**config.mk**
```make
export PLATFORM = sky130hd
export DESIGN_NAME = cdsk_top
export DESIGN_NICKNAME = d
export VERILOG_FILES = /design/src/cdsk_pkg.sv /design/src/cdsk_socket.sv /design/src/cdsk_sync.sv /design/src/cdsk_top.sv
export SDC_FILE = /design/constraint.sdc
export NUM_CORES = 1
export LEC_CHECK = 0
export ABC_AREA = 1
export ABC_CLOCK_PERIOD_IN_PS = 1600
export BUFFER_PORTS_ARGS = -buffer_cell sky130_fd_sc_hd__buf_4
export CAP_MARGIN = 20
export CORE_ASPECT_RATIO = 1.4
export CORE_UTILIZATION = 50
export DETAILED_ROUTE_END_ITERATION = 7
export PLACE_DENSITY = 0.69
export SLEW_MARGIN = 5
export SYNTH_ARGS = -nofsm -noshare
export SYNTH_HDL_FRONTEND = slang
export SYNTH_SLANG_ARGS = --single-unit
```
**constraint.sdc**
```tcl
create_clock -name CLK_SYS_I -period 1.6 [get_ports CLK_SYS_I]
set_input_delay 0.16 -clock CLK_SYS_I [delete_from_list [all_inputs] [get_ports CLK_SYS_I]]
set_output_delay 0.16 -clock CLK_SYS_I [all_outputs]
set_load 0.02 [all_outputs]
```
**src/cdsk_pkg.sv**
```systemverilog
// package of constants and types for the dual-socket card control block
package cdsk_pkg;
    // battery condition codes
    typedef enum logic [1:0] {
        CDSK_BATT_GOOD = 2'b00,
        CDSK_BATT_WEAK = 2'b01,
        CDSK_BATT_DEAD = 2'b10
    } cdsk_batt_t;
    // cycle kinds presented on the host request port
    typedef enum logic [2:0] {
        CDSK_CYC_MEM_RD = 3'b000,
        CDSK_CYC_MEM_WR = 3'b001,
        CDSK_CYC_IO_RD = 3'b010,
        CDSK_CYC_IO_WR = 3'b011,
        CDSK_CYC_DMA_TO_HOST = 3'b100,
        CDSK_CYC_DMA_TO_CARD = 3'b101
    } cdsk_cyc_t;
    // cycle sequencer states
    typedef enum logic [1:0] {
        CDSK_ST_IDLE = 2'b00,
        CDSK_ST_SETUP = 2'b01,
        CDSK_ST_STROBE = 2'b10,
        CDSK_ST_HOLD = 2'b11
    } cdsk_state_t;
    // strobe timing in ns, turned into cycles at the system clock rate
    localparam int CDSK_CLK_NS = 20;
    localparam int CDSK_SETUP_NS = 60;
    localparam int CDSK_STROBE_NS = 300;
    localparam int CDSK_HOLD_NS = 40;
    localparam int CDSK_SETUP_CYC = (CDSK_SETUP_NS + CDSK_CLK_NS - 1) / CDSK_CLK_NS;
    localparam int CDSK_STROBE_CYC = (CDSK_STROBE_NS + CDSK_CLK_NS - 1) / CDSK_CLK_NS;
    localparam int CDSK_HOLD_CYC = (CDSK_HOLD_NS + CDSK_CLK_NS - 1) / CDSK_CLK_NS;
    localparam int CDSK_CNT_W = 5;
    localparam logic [2:0] CDSK_SYNC_RST = 3'h7;
endpackage : cdsk_pkg

```
**src/cdsk_socket.sv**
```systemverilog
// one card socket: status sensing and strobe sequencing
`timescale 1ns/100ps
// Function
// - second low, first high means weak battery
// - first low means dead battery, data lost
// - audio only in io mode, sockets merged
// - host audio is xor of both sockets
// - both detect lines low means card present
// - even bytes first enable, odd bytes second
// - io read strobe during host io reads
// - io read strobe for dma card to host
// - io write strobe during host io writes
// - io write strobe for dma host to card
// - output enable low during memory reads
// - output enable is terminal count, dma writes
// - wait input holds off cycle completion
// - independent signal set per socket
module cdsk_socket #(
    parameter int CNT_W = cdsk_pkg::CDSK_CNT_W
) (
    // clock and reset
    input wire logic CLK_SYS_I,
    input wire logic NRST_I,
    // socket mode
    input wire logic IO_MODE_I,
    input wire logic DMA_MODE_I,
    // host request port
    input wire logic REQ_VALID_I,
    output logic REQ_READY_O,
    input wire cdsk_pkg::cdsk_cyc_t REQ_KIND_I,
    input wire logic REQ_ADDR0_I,
    input wire logic REQ_WIDE_I,
    input wire logic REQ_LAST_I,
    output logic DONE_O,
    // card inputs, active low where named so
    input wire logic CARD_PRESENT_A_N_I,
    input wire logic CARD_PRESENT_B_N_I,
    input wire logic BATTERY_DETECT_A_I,
    input wire logic BATTERY_DETECT_B_I,
    input wire logic CARD_AUDIO_IN_I,
    input wire logic INPUT_ACKNOWLEDGE_N_I,
    input wire logic WAIT_N_I,
    // card strobes, active low
    output logic EVEN_BYTE_ENABLE_N_O,
    output logic ODD_BYTE_ENABLE_N_O,
    output logic IO_READ_STROBE_N_O,
    output logic IO_WRITE_STROBE_N_O,
    output logic OUTPUT_ENABLE_N_O,
    output logic WRITE_ENABLE_N_O,
    // status to host
    output logic PRESENT_O,
    output cdsk_pkg::cdsk_batt_t BATT_O,
    output logic CARD_STATUS_CHANGE_O,
    output logic RING_INDICATION_O,
    output logic DMA_REQUEST_O,
    output logic IO_ACK_O,
    output logic AUDIO_O
);
    logic cd_a, cd_b, bvd_a, bvd_b, aud, input_acknowledge_n, wait_n;
    cdsk_sync u_cd_a (.clk_i(CLK_SYS_I), .nrst_i(NRST_I), .pin_i(CARD_PRESENT_A_N_I),
        .lvl_o(cd_a));
    cdsk_sync u_cd_b (.clk_i(CLK_SYS_I), .nrst_i(NRST_I), .pin_i(CARD_PRESENT_B_N_I),
        .lvl_o(cd_b));
    cdsk_sync u_bvd_a (.clk_i(CLK_SYS_I), .nrst_i(NRST_I), .pin_i(BATTERY_DETECT_A_I),
        .lvl_o(bvd_a));
    cdsk_sync u_bvd_b (.clk_i(CLK_SYS_I), .nrst_i(NRST_I), .pin_i(BATTERY_DETECT_B_I),
        .lvl_o(bvd_b));
    cdsk_sync #(.RST_VAL(1'b0)) u_aud (.clk_i(CLK_SYS_I), .nrst_i(NRST_I),
        .pin_i(CARD_AUDIO_IN_I), .lvl_o(aud));
    cdsk_sync u_inp (.clk_i(CLK_SYS_I), .nrst_i(NRST_I), .pin_i(INPUT_ACKNOWLEDGE_N_I),
        .lvl_o(input_acknowledge_n));
    cdsk_sync u_wait (.clk_i(CLK_SYS_I), .nrst_i(NRST_I), .pin_i(WAIT_N_I),
        .lvl_o(wait_n));

    // ------------------------------------------------------------
    // status decode
    // ------------------------------------------------------------
    wire present = !cd_a && !cd_b;
    wire cdsk_pkg::cdsk_batt_t batt = !bvd_a ? cdsk_pkg::CDSK_BATT_DEAD :
        (!bvd_b ? cdsk_pkg::CDSK_BATT_WEAK : cdsk_pkg::CDSK_BATT_GOOD);
    wire io_on = present && IO_MODE_I;
    // shared first battery line reads as status change or ring in io mode with dma mode off
    wire card_status_change = io_on && !bvd_a;
    wire dreq = io_on && DMA_MODE_I && (!bvd_b || !input_acknowledge_n);

    always_ff @(posedge CLK_SYS_I or negedge NRST_I) begin
        if (!NRST_I) begin
            PRESENT_O <= 1'b0;
            BATT_O <= cdsk_pkg::CDSK_BATT_GOOD;
            CARD_STATUS_CHANGE_O <= 1'b0;
            RING_INDICATION_O <= 1'b0;
            DMA_REQUEST_O <= 1'b0;
            AUDIO_O <= 1'b0;
        end else begin
            PRESENT_O <= present;
            BATT_O <= present ? batt : cdsk_pkg::CDSK_BATT_GOOD;
            CARD_STATUS_CHANGE_O <= card_status_change && !DMA_MODE_I;
            RING_INDICATION_O <= card_status_change && !DMA_MODE_I;
            DMA_REQUEST_O <= dreq;
            AUDIO_O <= io_on && aud;
        end
    end

    // ------------------------------------------------------------
    // cycle sequencer
    // ------------------------------------------------------------
    cdsk_pkg::cdsk_state_t st_q, st_d;
    logic [CNT_W-1:0] cnt_q, cnt_d;
    cdsk_pkg::cdsk_cyc_t kind_q;
    logic a0_q, wide_q, last_q, ack_q;

    function automatic logic [CNT_W-1:0] cyc_load(input int n);
        cyc_load = CNT_W'(n - 1);
    endfunction

    wire cnt_zero = (cnt_q == '0);
    wire stall = !wait_n;
    assign REQ_READY_O = (st_q == cdsk_pkg::CDSK_ST_IDLE) && present;
    always_comb begin
        st_d = st_q;
        cnt_d = cnt_zero ? cnt_q : cnt_q - CNT_W'(1);
        unique case (st_q)
            cdsk_pkg::CDSK_ST_IDLE: begin
                if (REQ_VALID_I && REQ_READY_O) begin
                    st_d = cdsk_pkg::CDSK_ST_SETUP;
                    cnt_d = cyc_load(cdsk_pkg::CDSK_SETUP_CYC);
                end
            end
            cdsk_pkg::CDSK_ST_SETUP: if (cnt_zero) begin
                st_d = cdsk_pkg::CDSK_ST_STROBE;
                cnt_d = cyc_load(cdsk_pkg::CDSK_STROBE_CYC);
            end
            cdsk_pkg::CDSK_ST_STROBE: if (cnt_zero && !stall) begin
                st_d = cdsk_pkg::CDSK_ST_HOLD;
                cnt_d = cyc_load(cdsk_pkg::CDSK_HOLD_CYC);
            end
            cdsk_pkg::CDSK_ST_HOLD: if (cnt_zero) begin
                st_d = cdsk_pkg::CDSK_ST_IDLE;
            end
        endcase
        if (!present) begin
            st_d = cdsk_pkg::CDSK_ST_IDLE;
        end
    end

    // state, counter and captured request
    always_ff @(posedge CLK_SYS_I or negedge NRST_I) begin
        if (!NRST_I) begin
            st_q <= cdsk_pkg::CDSK_ST_IDLE;
            cnt_q <= '0;
            kind_q <= cdsk_pkg::CDSK_CYC_MEM_RD;
            a0_q <= 1'b0;
            wide_q <= 1'b0;
            last_q <= 1'b0;
        end else begin
            st_q <= st_d;
            cnt_q <= cnt_d;
            if (REQ_VALID_I && REQ_READY_O) begin
                kind_q <= REQ_KIND_I;
                a0_q <= REQ_ADDR0_I;
                wide_q <= REQ_WIDE_I;
                last_q <= REQ_LAST_I;
            end
        end
    end

    // ------------------------------------------------------------
    // strobe decode
    // ------------------------------------------------------------
    wire busy = (st_q != cdsk_pkg::CDSK_ST_IDLE) && present;
    wire strobe = (st_q == cdsk_pkg::CDSK_ST_STROBE) && present;
    wire even_d = busy && (wide_q || !a0_q);
    wire odd_d = busy && (wide_q || a0_q);
    wire io_read_strobe_d = strobe && (kind_q == cdsk_pkg::CDSK_CYC_IO_RD ||
        kind_q == cdsk_pkg::CDSK_CYC_DMA_TO_HOST);
    wire io_write_strobe_d = strobe && (kind_q == cdsk_pkg::CDSK_CYC_IO_WR ||
        kind_q == cdsk_pkg::CDSK_CYC_DMA_TO_CARD);
    // dma write (card to host) flags terminal count on output enable, dma read on write enable
    wire oe_d = strobe && (kind_q == cdsk_pkg::CDSK_CYC_MEM_RD ||
        (kind_q == cdsk_pkg::CDSK_CYC_DMA_TO_HOST && last_q));
    wire we_d = strobe && (kind_q == cdsk_pkg::CDSK_CYC_MEM_WR ||
        (kind_q == cdsk_pkg::CDSK_CYC_DMA_TO_CARD && last_q));
    wire done_d = (st_q == cdsk_pkg::CDSK_ST_HOLD) && cnt_zero && present;

    // registered strobes keep pins glitch free
    always_ff @(posedge CLK_SYS_I or negedge NRST_I) begin
        if (!NRST_I) begin
            EVEN_BYTE_ENABLE_N_O <= 1'b1;
            ODD_BYTE_ENABLE_N_O <= 1'b1;
            IO_READ_STROBE_N_O <= 1'b1;
            IO_WRITE_STROBE_N_O <= 1'b1;
            OUTPUT_ENABLE_N_O <= 1'b1;
            WRITE_ENABLE_N_O <= 1'b1;
            DONE_O <= 1'b0;
            ack_q <= 1'b0;
            IO_ACK_O <= 1'b0;
        end else begin
            EVEN_BYTE_ENABLE_N_O <= !even_d;
            ODD_BYTE_ENABLE_N_O <= !odd_d;
            IO_READ_STROBE_N_O <= !io_read_strobe_d;
            IO_WRITE_STROBE_N_O <= !io_write_strobe_d;
            OUTPUT_ENABLE_N_O <= !oe_d;
            WRITE_ENABLE_N_O <= !we_d;
            DONE_O <= done_d;
            // acknowledge is only meaningful under a host io read strobe
            if (st_q == cdsk_pkg::CDSK_ST_IDLE) begin
                ack_q <= 1'b0;
            end else if (!IO_READ_STROBE_N_O && kind_q == cdsk_pkg::CDSK_CYC_IO_RD &&
                !input_acknowledge_n) begin
                ack_q <= 1'b1;
            end
            IO_ACK_O <= done_d && ack_q;
        end
    end
endmodule // cdsk_socket

```
**src/cdsk_sync.sv**
```systemverilog
// three-stage pin synchroniser with agreement filter
`timescale 1ns/100ps
module cdsk_sync #(
    parameter logic RST_VAL = 1'b1
) (
    // clock and reset
    input wire logic clk_i,
    input wire logic nrst_i,
    // pin and filtered level
    input wire logic pin_i,
    output logic lvl_o
);
    logic s1_q;
    logic s2_q;
    logic s3_q;
    // stage one feeds stage two only; level changes once two and three agree
    always_ff @(posedge clk_i or negedge nrst_i) begin
        if (!nrst_i) begin
            s1_q <= RST_VAL;
            s2_q <= RST_VAL;
            s3_q <= RST_VAL;
            lvl_o <= RST_VAL;
        end else begin
            s1_q <= pin_i;
            s2_q <= s1_q;
            s3_q <= s2_q;
            if (s2_q == s3_q) begin
                lvl_o <= s3_q;
            end
        end
    end
endmodule // cdsk_sync

```
**src/cdsk_top.sv**
```systemverilog
// two independent sockets with merged host audio
`timescale 1ns/100ps
module cdsk_top (
    // clock and reset
    input wire logic CLK_SYS_I,
    input wire logic NRST_I,
    // per-socket vectors, bit 0 socket a, bit 1 socket b
    input wire logic [1:0] IO_MODE_I,
    input wire logic [1:0] DMA_MODE_I,
    input wire logic [1:0] REQ_VALID_I,
    output logic [1:0] REQ_READY_O,
    input wire cdsk_pkg::cdsk_cyc_t REQ_KIND_A_I,
    input wire cdsk_pkg::cdsk_cyc_t REQ_KIND_B_I,
    input wire logic [1:0] REQ_ADDR0_I,
    input wire logic [1:0] REQ_WIDE_I,
    input wire logic [1:0] REQ_LAST_I,
    output logic [1:0] DONE_O,
    input wire logic [1:0] CARD_PRESENT_A_N_I,
    input wire logic [1:0] CARD_PRESENT_B_N_I,
    input wire logic [1:0] BATTERY_DETECT_A_I,
    input wire logic [1:0] BATTERY_DETECT_B_I,
    input wire logic [1:0] CARD_AUDIO_IN_I,
    input wire logic [1:0] INPUT_ACKNOWLEDGE_N_I,
    input wire logic [1:0] WAIT_N_I,
    output logic [1:0] EVEN_BYTE_ENABLE_N_O,
    output logic [1:0] ODD_BYTE_ENABLE_N_O,
    output logic [1:0] IO_READ_STROBE_N_O,
    output logic [1:0] IO_WRITE_STROBE_N_O,
    output logic [1:0] OUTPUT_ENABLE_N_O,
    output logic [1:0] WRITE_ENABLE_N_O,
    output logic [1:0] PRESENT_O,
    output cdsk_pkg::cdsk_batt_t BATT_A_O,
    output cdsk_pkg::cdsk_batt_t BATT_B_O,
    output logic [1:0] CARD_STATUS_CHANGE_O,
    output logic [1:0] RING_INDICATION_O,
    output logic [1:0] DMA_REQUEST_O,
    output logic [1:0] IO_ACK_O,
    // merged speaker
    output logic HOST_AUDIO_OUT_O
);
    logic [1:0] aud;
    cdsk_pkg::cdsk_batt_t batt [2];
    cdsk_pkg::cdsk_cyc_t kind [2];
    assign kind[0] = REQ_KIND_A_I;
    assign kind[1] = REQ_KIND_B_I;
    assign BATT_A_O = batt[0];
    assign BATT_B_O = batt[1];
    // one full copy per socket
    for (genvar s = 0; s < 2; s++) begin : g_sock
        cdsk_socket u_sock (
            .CLK_SYS_I(CLK_SYS_I), .NRST_I(NRST_I),
            .IO_MODE_I(IO_MODE_I[s]), .DMA_MODE_I(DMA_MODE_I[s]),
            .REQ_VALID_I(REQ_VALID_I[s]), .REQ_READY_O(REQ_READY_O[s]),
            .REQ_KIND_I(kind[s]), .REQ_ADDR0_I(REQ_ADDR0_I[s]),
            .REQ_WIDE_I(REQ_WIDE_I[s]), .REQ_LAST_I(REQ_LAST_I[s]), .DONE_O(DONE_O[s]),
            .CARD_PRESENT_A_N_I(CARD_PRESENT_A_N_I[s]),
            .CARD_PRESENT_B_N_I(CARD_PRESENT_B_N_I[s]),
            .BATTERY_DETECT_A_I(BATTERY_DETECT_A_I[s]),
            .BATTERY_DETECT_B_I(BATTERY_DETECT_B_I[s]),
            .CARD_AUDIO_IN_I(CARD_AUDIO_IN_I[s]),
            .INPUT_ACKNOWLEDGE_N_I(INPUT_ACKNOWLEDGE_N_I[s]), .WAIT_N_I(WAIT_N_I[s]),
            .EVEN_BYTE_ENABLE_N_O(EVEN_BYTE_ENABLE_N_O[s]),
            .ODD_BYTE_ENABLE_N_O(ODD_BYTE_ENABLE_N_O[s]),
            .IO_READ_STROBE_N_O(IO_READ_STROBE_N_O[s]),
            .IO_WRITE_STROBE_N_O(IO_WRITE_STROBE_N_O[s]),
            .OUTPUT_ENABLE_N_O(OUTPUT_ENABLE_N_O[s]),
            .WRITE_ENABLE_N_O(WRITE_ENABLE_N_O[s]),
            .PRESENT_O(PRESENT_O[s]), .BATT_O(batt[s]),
            .CARD_STATUS_CHANGE_O(CARD_STATUS_CHANGE_O[s]),
            .RING_INDICATION_O(RING_INDICATION_O[s]),
            .DMA_REQUEST_O(DMA_REQUEST_O[s]), .IO_ACK_O(IO_ACK_O[s]), .AUDIO_O(aud[s])
        );
    end
    // registered merge of the gated socket audio
    always_ff @(posedge CLK_SYS_I or negedge NRST_I) begin
        if (!NRST_I) begin
            HOST_AUDIO_OUT_O <= 1'b0;
        end else begin
            HOST_AUDIO_OUT_O <= aud[0] ^ aud[1];
        end
    end
endmodule // cdsk_top

```
==> flow_summary_export.csv <==
group,metric,value,unit
run_status,outcome,"finished, final reports clean",
detailed_routing,drc,0,
yosys,yosysMostFrequentCell,"dfstp_2",
sta,slew_violations,0,
sta,min_period_over_period,0.968,
floorplan,die_w,81.9,µm
power_and_ir_drop,p_clk_frac,0.419,
detailed_routing,wl,7.97,mm
cells_and_area,drive_gt1_frac,0.399,
sta,fmax,645,MHz
clock_network,clock_latency,0.40,ns
cells_and_area,utilization,0.686,
yosys,synth_edf_count,0,
sta,finalHoldViolCount,0,
sta,setup_violations,0,
power_and_ir_drop,leakagePower,2.75,nW
global_routing,grt_pass1_wl,13.2,mm
yosys,synth_area_leader_cell,"dfstp_2",
power_and_ir_drop,seq_power_share,0.396,
clock_network,cts_sinks,113,
cells_and_area,nFillCells,640,
floorplan,num_io_pins,65,
cells_and_area,syn_to_final_growth,32.1,%
clock_network,cts_buffers,17,
cells_and_area,num_antenna_cells,0,
power_and_ir_drop,p_sw,2.34,mW
critical_path,worstSetupPathType,"reg -> out",
clock_network,clockBufferDepth,2,
detailed_routing,dr.pass1.iters,5,
place,dp_hpwl,5.27,mm
yosys,syn-num-nets,428,
yosys,synthTopCellsByArea,"dfstp_2 35%, dfrtp_1 30%, buf_4 4.4%",
global_routing,antenna_found_initial,0,
floorplan,initial_core_util,0.519,
yosys,netlist_instances,381,
yosys,netlist.area_leader.share,0.353,
sta,skew,0.00551,ns
detailed_routing,wl_per_cell,13.4,µm
sta,finalCriticalPeriod,1.55,ns
flow_run,maxCapViolCount,0,
detailed_routing,vias_per_cell,4.86,
power_and_ir_drop,swShare,0.263,
global_routing,grt_overflow,0,
yosys,yosysWarnings,0,
critical_path,cp_max_fo,7,
yosys,synth_async_sr_flop_share,1.00,
place,dp.cells,528,
critical_path,endpoint_kind,"primary output",
power_and_ir_drop,powerDensity,1510,nW/µm²
power_and_ir_drop,internal-power,6.56,mW
floorplan,die_area,9330,µm²
place,io_buffers,64,
min_path,hold_start,"REQ_KIND_B_I[1]",
yosys,syn_area,4470,µm²
detailed_routing,drt_iter0_drc,168,
sta,setup_tns,0,ns
floorplan,core,8610,µm²
power_and_ir_drop,vdd_drop_max,0.954,mV
yosys,yosysUniqueCellTypes,27,
place,place_congestion,0.871,
critical_path,required,1.44,ns
yosys,synth.avg_cell_area,11.7,µm²
critical_path,r2r_slack,0.13,ns
yosys,yosys-top-cells-count,"60 x dfstp_2, 53 x dfrtp_1, 43 x inv_1, 43 x nand2_1, 32 x nor2_1",
cells_and_area,nets,523,
yosys,synth_seq_cells,113,
global_routing,grt_max_degree,55,
clock_network,htree_levels,4,
yosys,seq_area_frac_synth,0.649,
yosys,ys.flop_type,"dfstp_2",
global_routing,grt_usage,0.196,
min_path,min_path_type,"in -> reg",
floorplan,rows,40,
detailed_routing,via_count,2887,
critical_path,r2r-start,"g_sock[1].u_sock.cnt_q[3]",
critical_path,crit_arrival,1.39,ns
sta,slew_headroom,0.768,
critical_path,crit_path_start,"g_sock[0].u_sock.u_cd_b.lvl_o",
critical_path,startpoint_type,"flop",
clock_network,cts_root_buf,"clkbuf_16",
global_routing,grt_pass1_vias,2937,
sta,tightest_slew,0.348,ns
power_and_ir_drop,combPwrFrac,0.185,
clock_network,cts_tree,"yes",
detailed_routing,final_antenna_net_count,0,
sta,rsz0062_at_grt,"yes",
clock_network,clk_pin_slew_worst_paths,0.05,ns
floorplan,fp.dieH,114,µm
cells_and_area,stdcell_count,594,
power_and_ir_drop,power,8.91,mW
[per-stage QoR]
step,instance area (µm²),hold slack [ns],worst slack (ns)
floorplan,4470,-0.136,0.170
global placement,4940,0.0959,0.124
detailed placement,4940,0.0959,0.0583
CTS,5850,0.00384,0.00119
global route,5900,0.0119,-0.00446
finish,5900,0.0101,0.0506
[final timing paths]
check / to / depth (start not counted)
worst max register to register: g_sock[1].u_sock.cnt_q[0] / 6
min in group asynchronous: g_sock[1].u_sock.AUDIO_O / 2
worst min-delay path: g_sock[1].u_sock.kind_q[1] / 3
worst min register to register: g_sock[0].u_sock.u_aud.s2_q / 0
max in group asynchronous: g_sock[0].u_sock.u_wait.s3_q / 3
worst max-delay path: REQ_READY_O[0] / 4
[flip-flops by register name, indices dropped and copies added, names as in the netlist, 4 cells and up]
signal / count
g_sock.u_sock.st_q: 4
g_sock.u_sock.kind_q: 6
g_sock.u_sock.cnt_q: 10
g_sock.u_sock.BATT_O: 4
[final cells by class]
class                   instances  area, µm²  share of cell area
clock inverters                11        135              0.0229
flip-flops and latches        113       2900               0.492
well taps                     105        131              0.0223
clock buffers                  21        462              0.0782
inverters                      43        164              0.0278
multi-input cells             196       1230               0.208
repair buffers                105        881               0.149
[worst max-delay path: stages (launching register included)]
cell and delay (ns):
dfstp_2 0.38, nor2_4 0.25, inv_4 0.09, nor2_2 0.14
buf_6 0.13
[cells by family after synthesis]
| family | after synthesis | synth area share |
|---|---|---|
| simple gates | 123 | 0.130 |
| xor+xnor | 4 | 0.00784 |
| buf+inv | 72 | 0.0859 |
| fa+ha+maj | 27 | 0.0677 |
| mux | 6 | 0.0168 |
| compound gates | 36 | 0.0420 |
| flops | 113 | 0.649 |
[cell usage in the layout (no fill, tap or decap), types with 2 or more instances in the layout]
cell type,netlist,final
xor2_1,2,2
nand3_4,1,2
o211ai_1,2,2
nand3_1,23,22
nor2_2,0,2
nand3_2,2,2
o21ai_0,14,12
nand4_1,8,8
clkbuf_1,0,3
buf_6,2,2
nand2_1,43,43
nor4_1,2,2
a21oi_1,19,19
mux2_4,2,2
clkinv_2,0,6
nor2_1,32,30
maj3_1,14,14
buf_4,26,77
o21ai_1,0,2
dfstp_2,60,60
dlygate4sd3_1,0,24
nor3_1,4,4
dfrtp_1,53,53
clkbuf_16,0,18
inv_2,0,5
xnor2_1,2,2
nand3b_1,4,4
bufinv_16,0,3
nor2_4,2,2
ha_1,13,10
buf_12,0,2
or2_2,2,2
clkinvlp_4,0,2
mux2_2,4,4
ha_4,0,2
inv_1,43,37
[power by group through the flow]
stage | clock network [mW] | registers (mW) | logic, mW
after floorplan | 0 | 3.51 | 1.08
after global placement | 0 | 3.55 | 1.41
after detailed placement | 0 | 3.57 | 1.47
after CTS | 3.81 | 3.52 | 1.59
after global routing | 3.95 | 3.58 | 1.86
final | 3.74 | 3.53 | 1.65
[routing by layer]
| layer | GRT usage | vias up | routed length [µm] |
|---|---|---|---|
| li1 | - | 1404 | - |
| met1 | 0.226 | 1381 | 3250 |
| met2 | 0.316 | 82 | 4150 |
| met3 | 0.0656 | 20 | 353 |
| met4 | 0.105 | 0 | 219 |
| met5 | 0 | - | 0 |
[repair_timing]
item / 4_1_cts / 5_1_grt
hold buffers: 24 / 0
resized for setup: 12 / 8
setup buffers: 7 / 4
endpoints found under the hold margin: 47 / 0
pin swaps: 3 / 4
endpoints found under the setup margin: 2 / 9
Power figures use the tool's default switching activity.
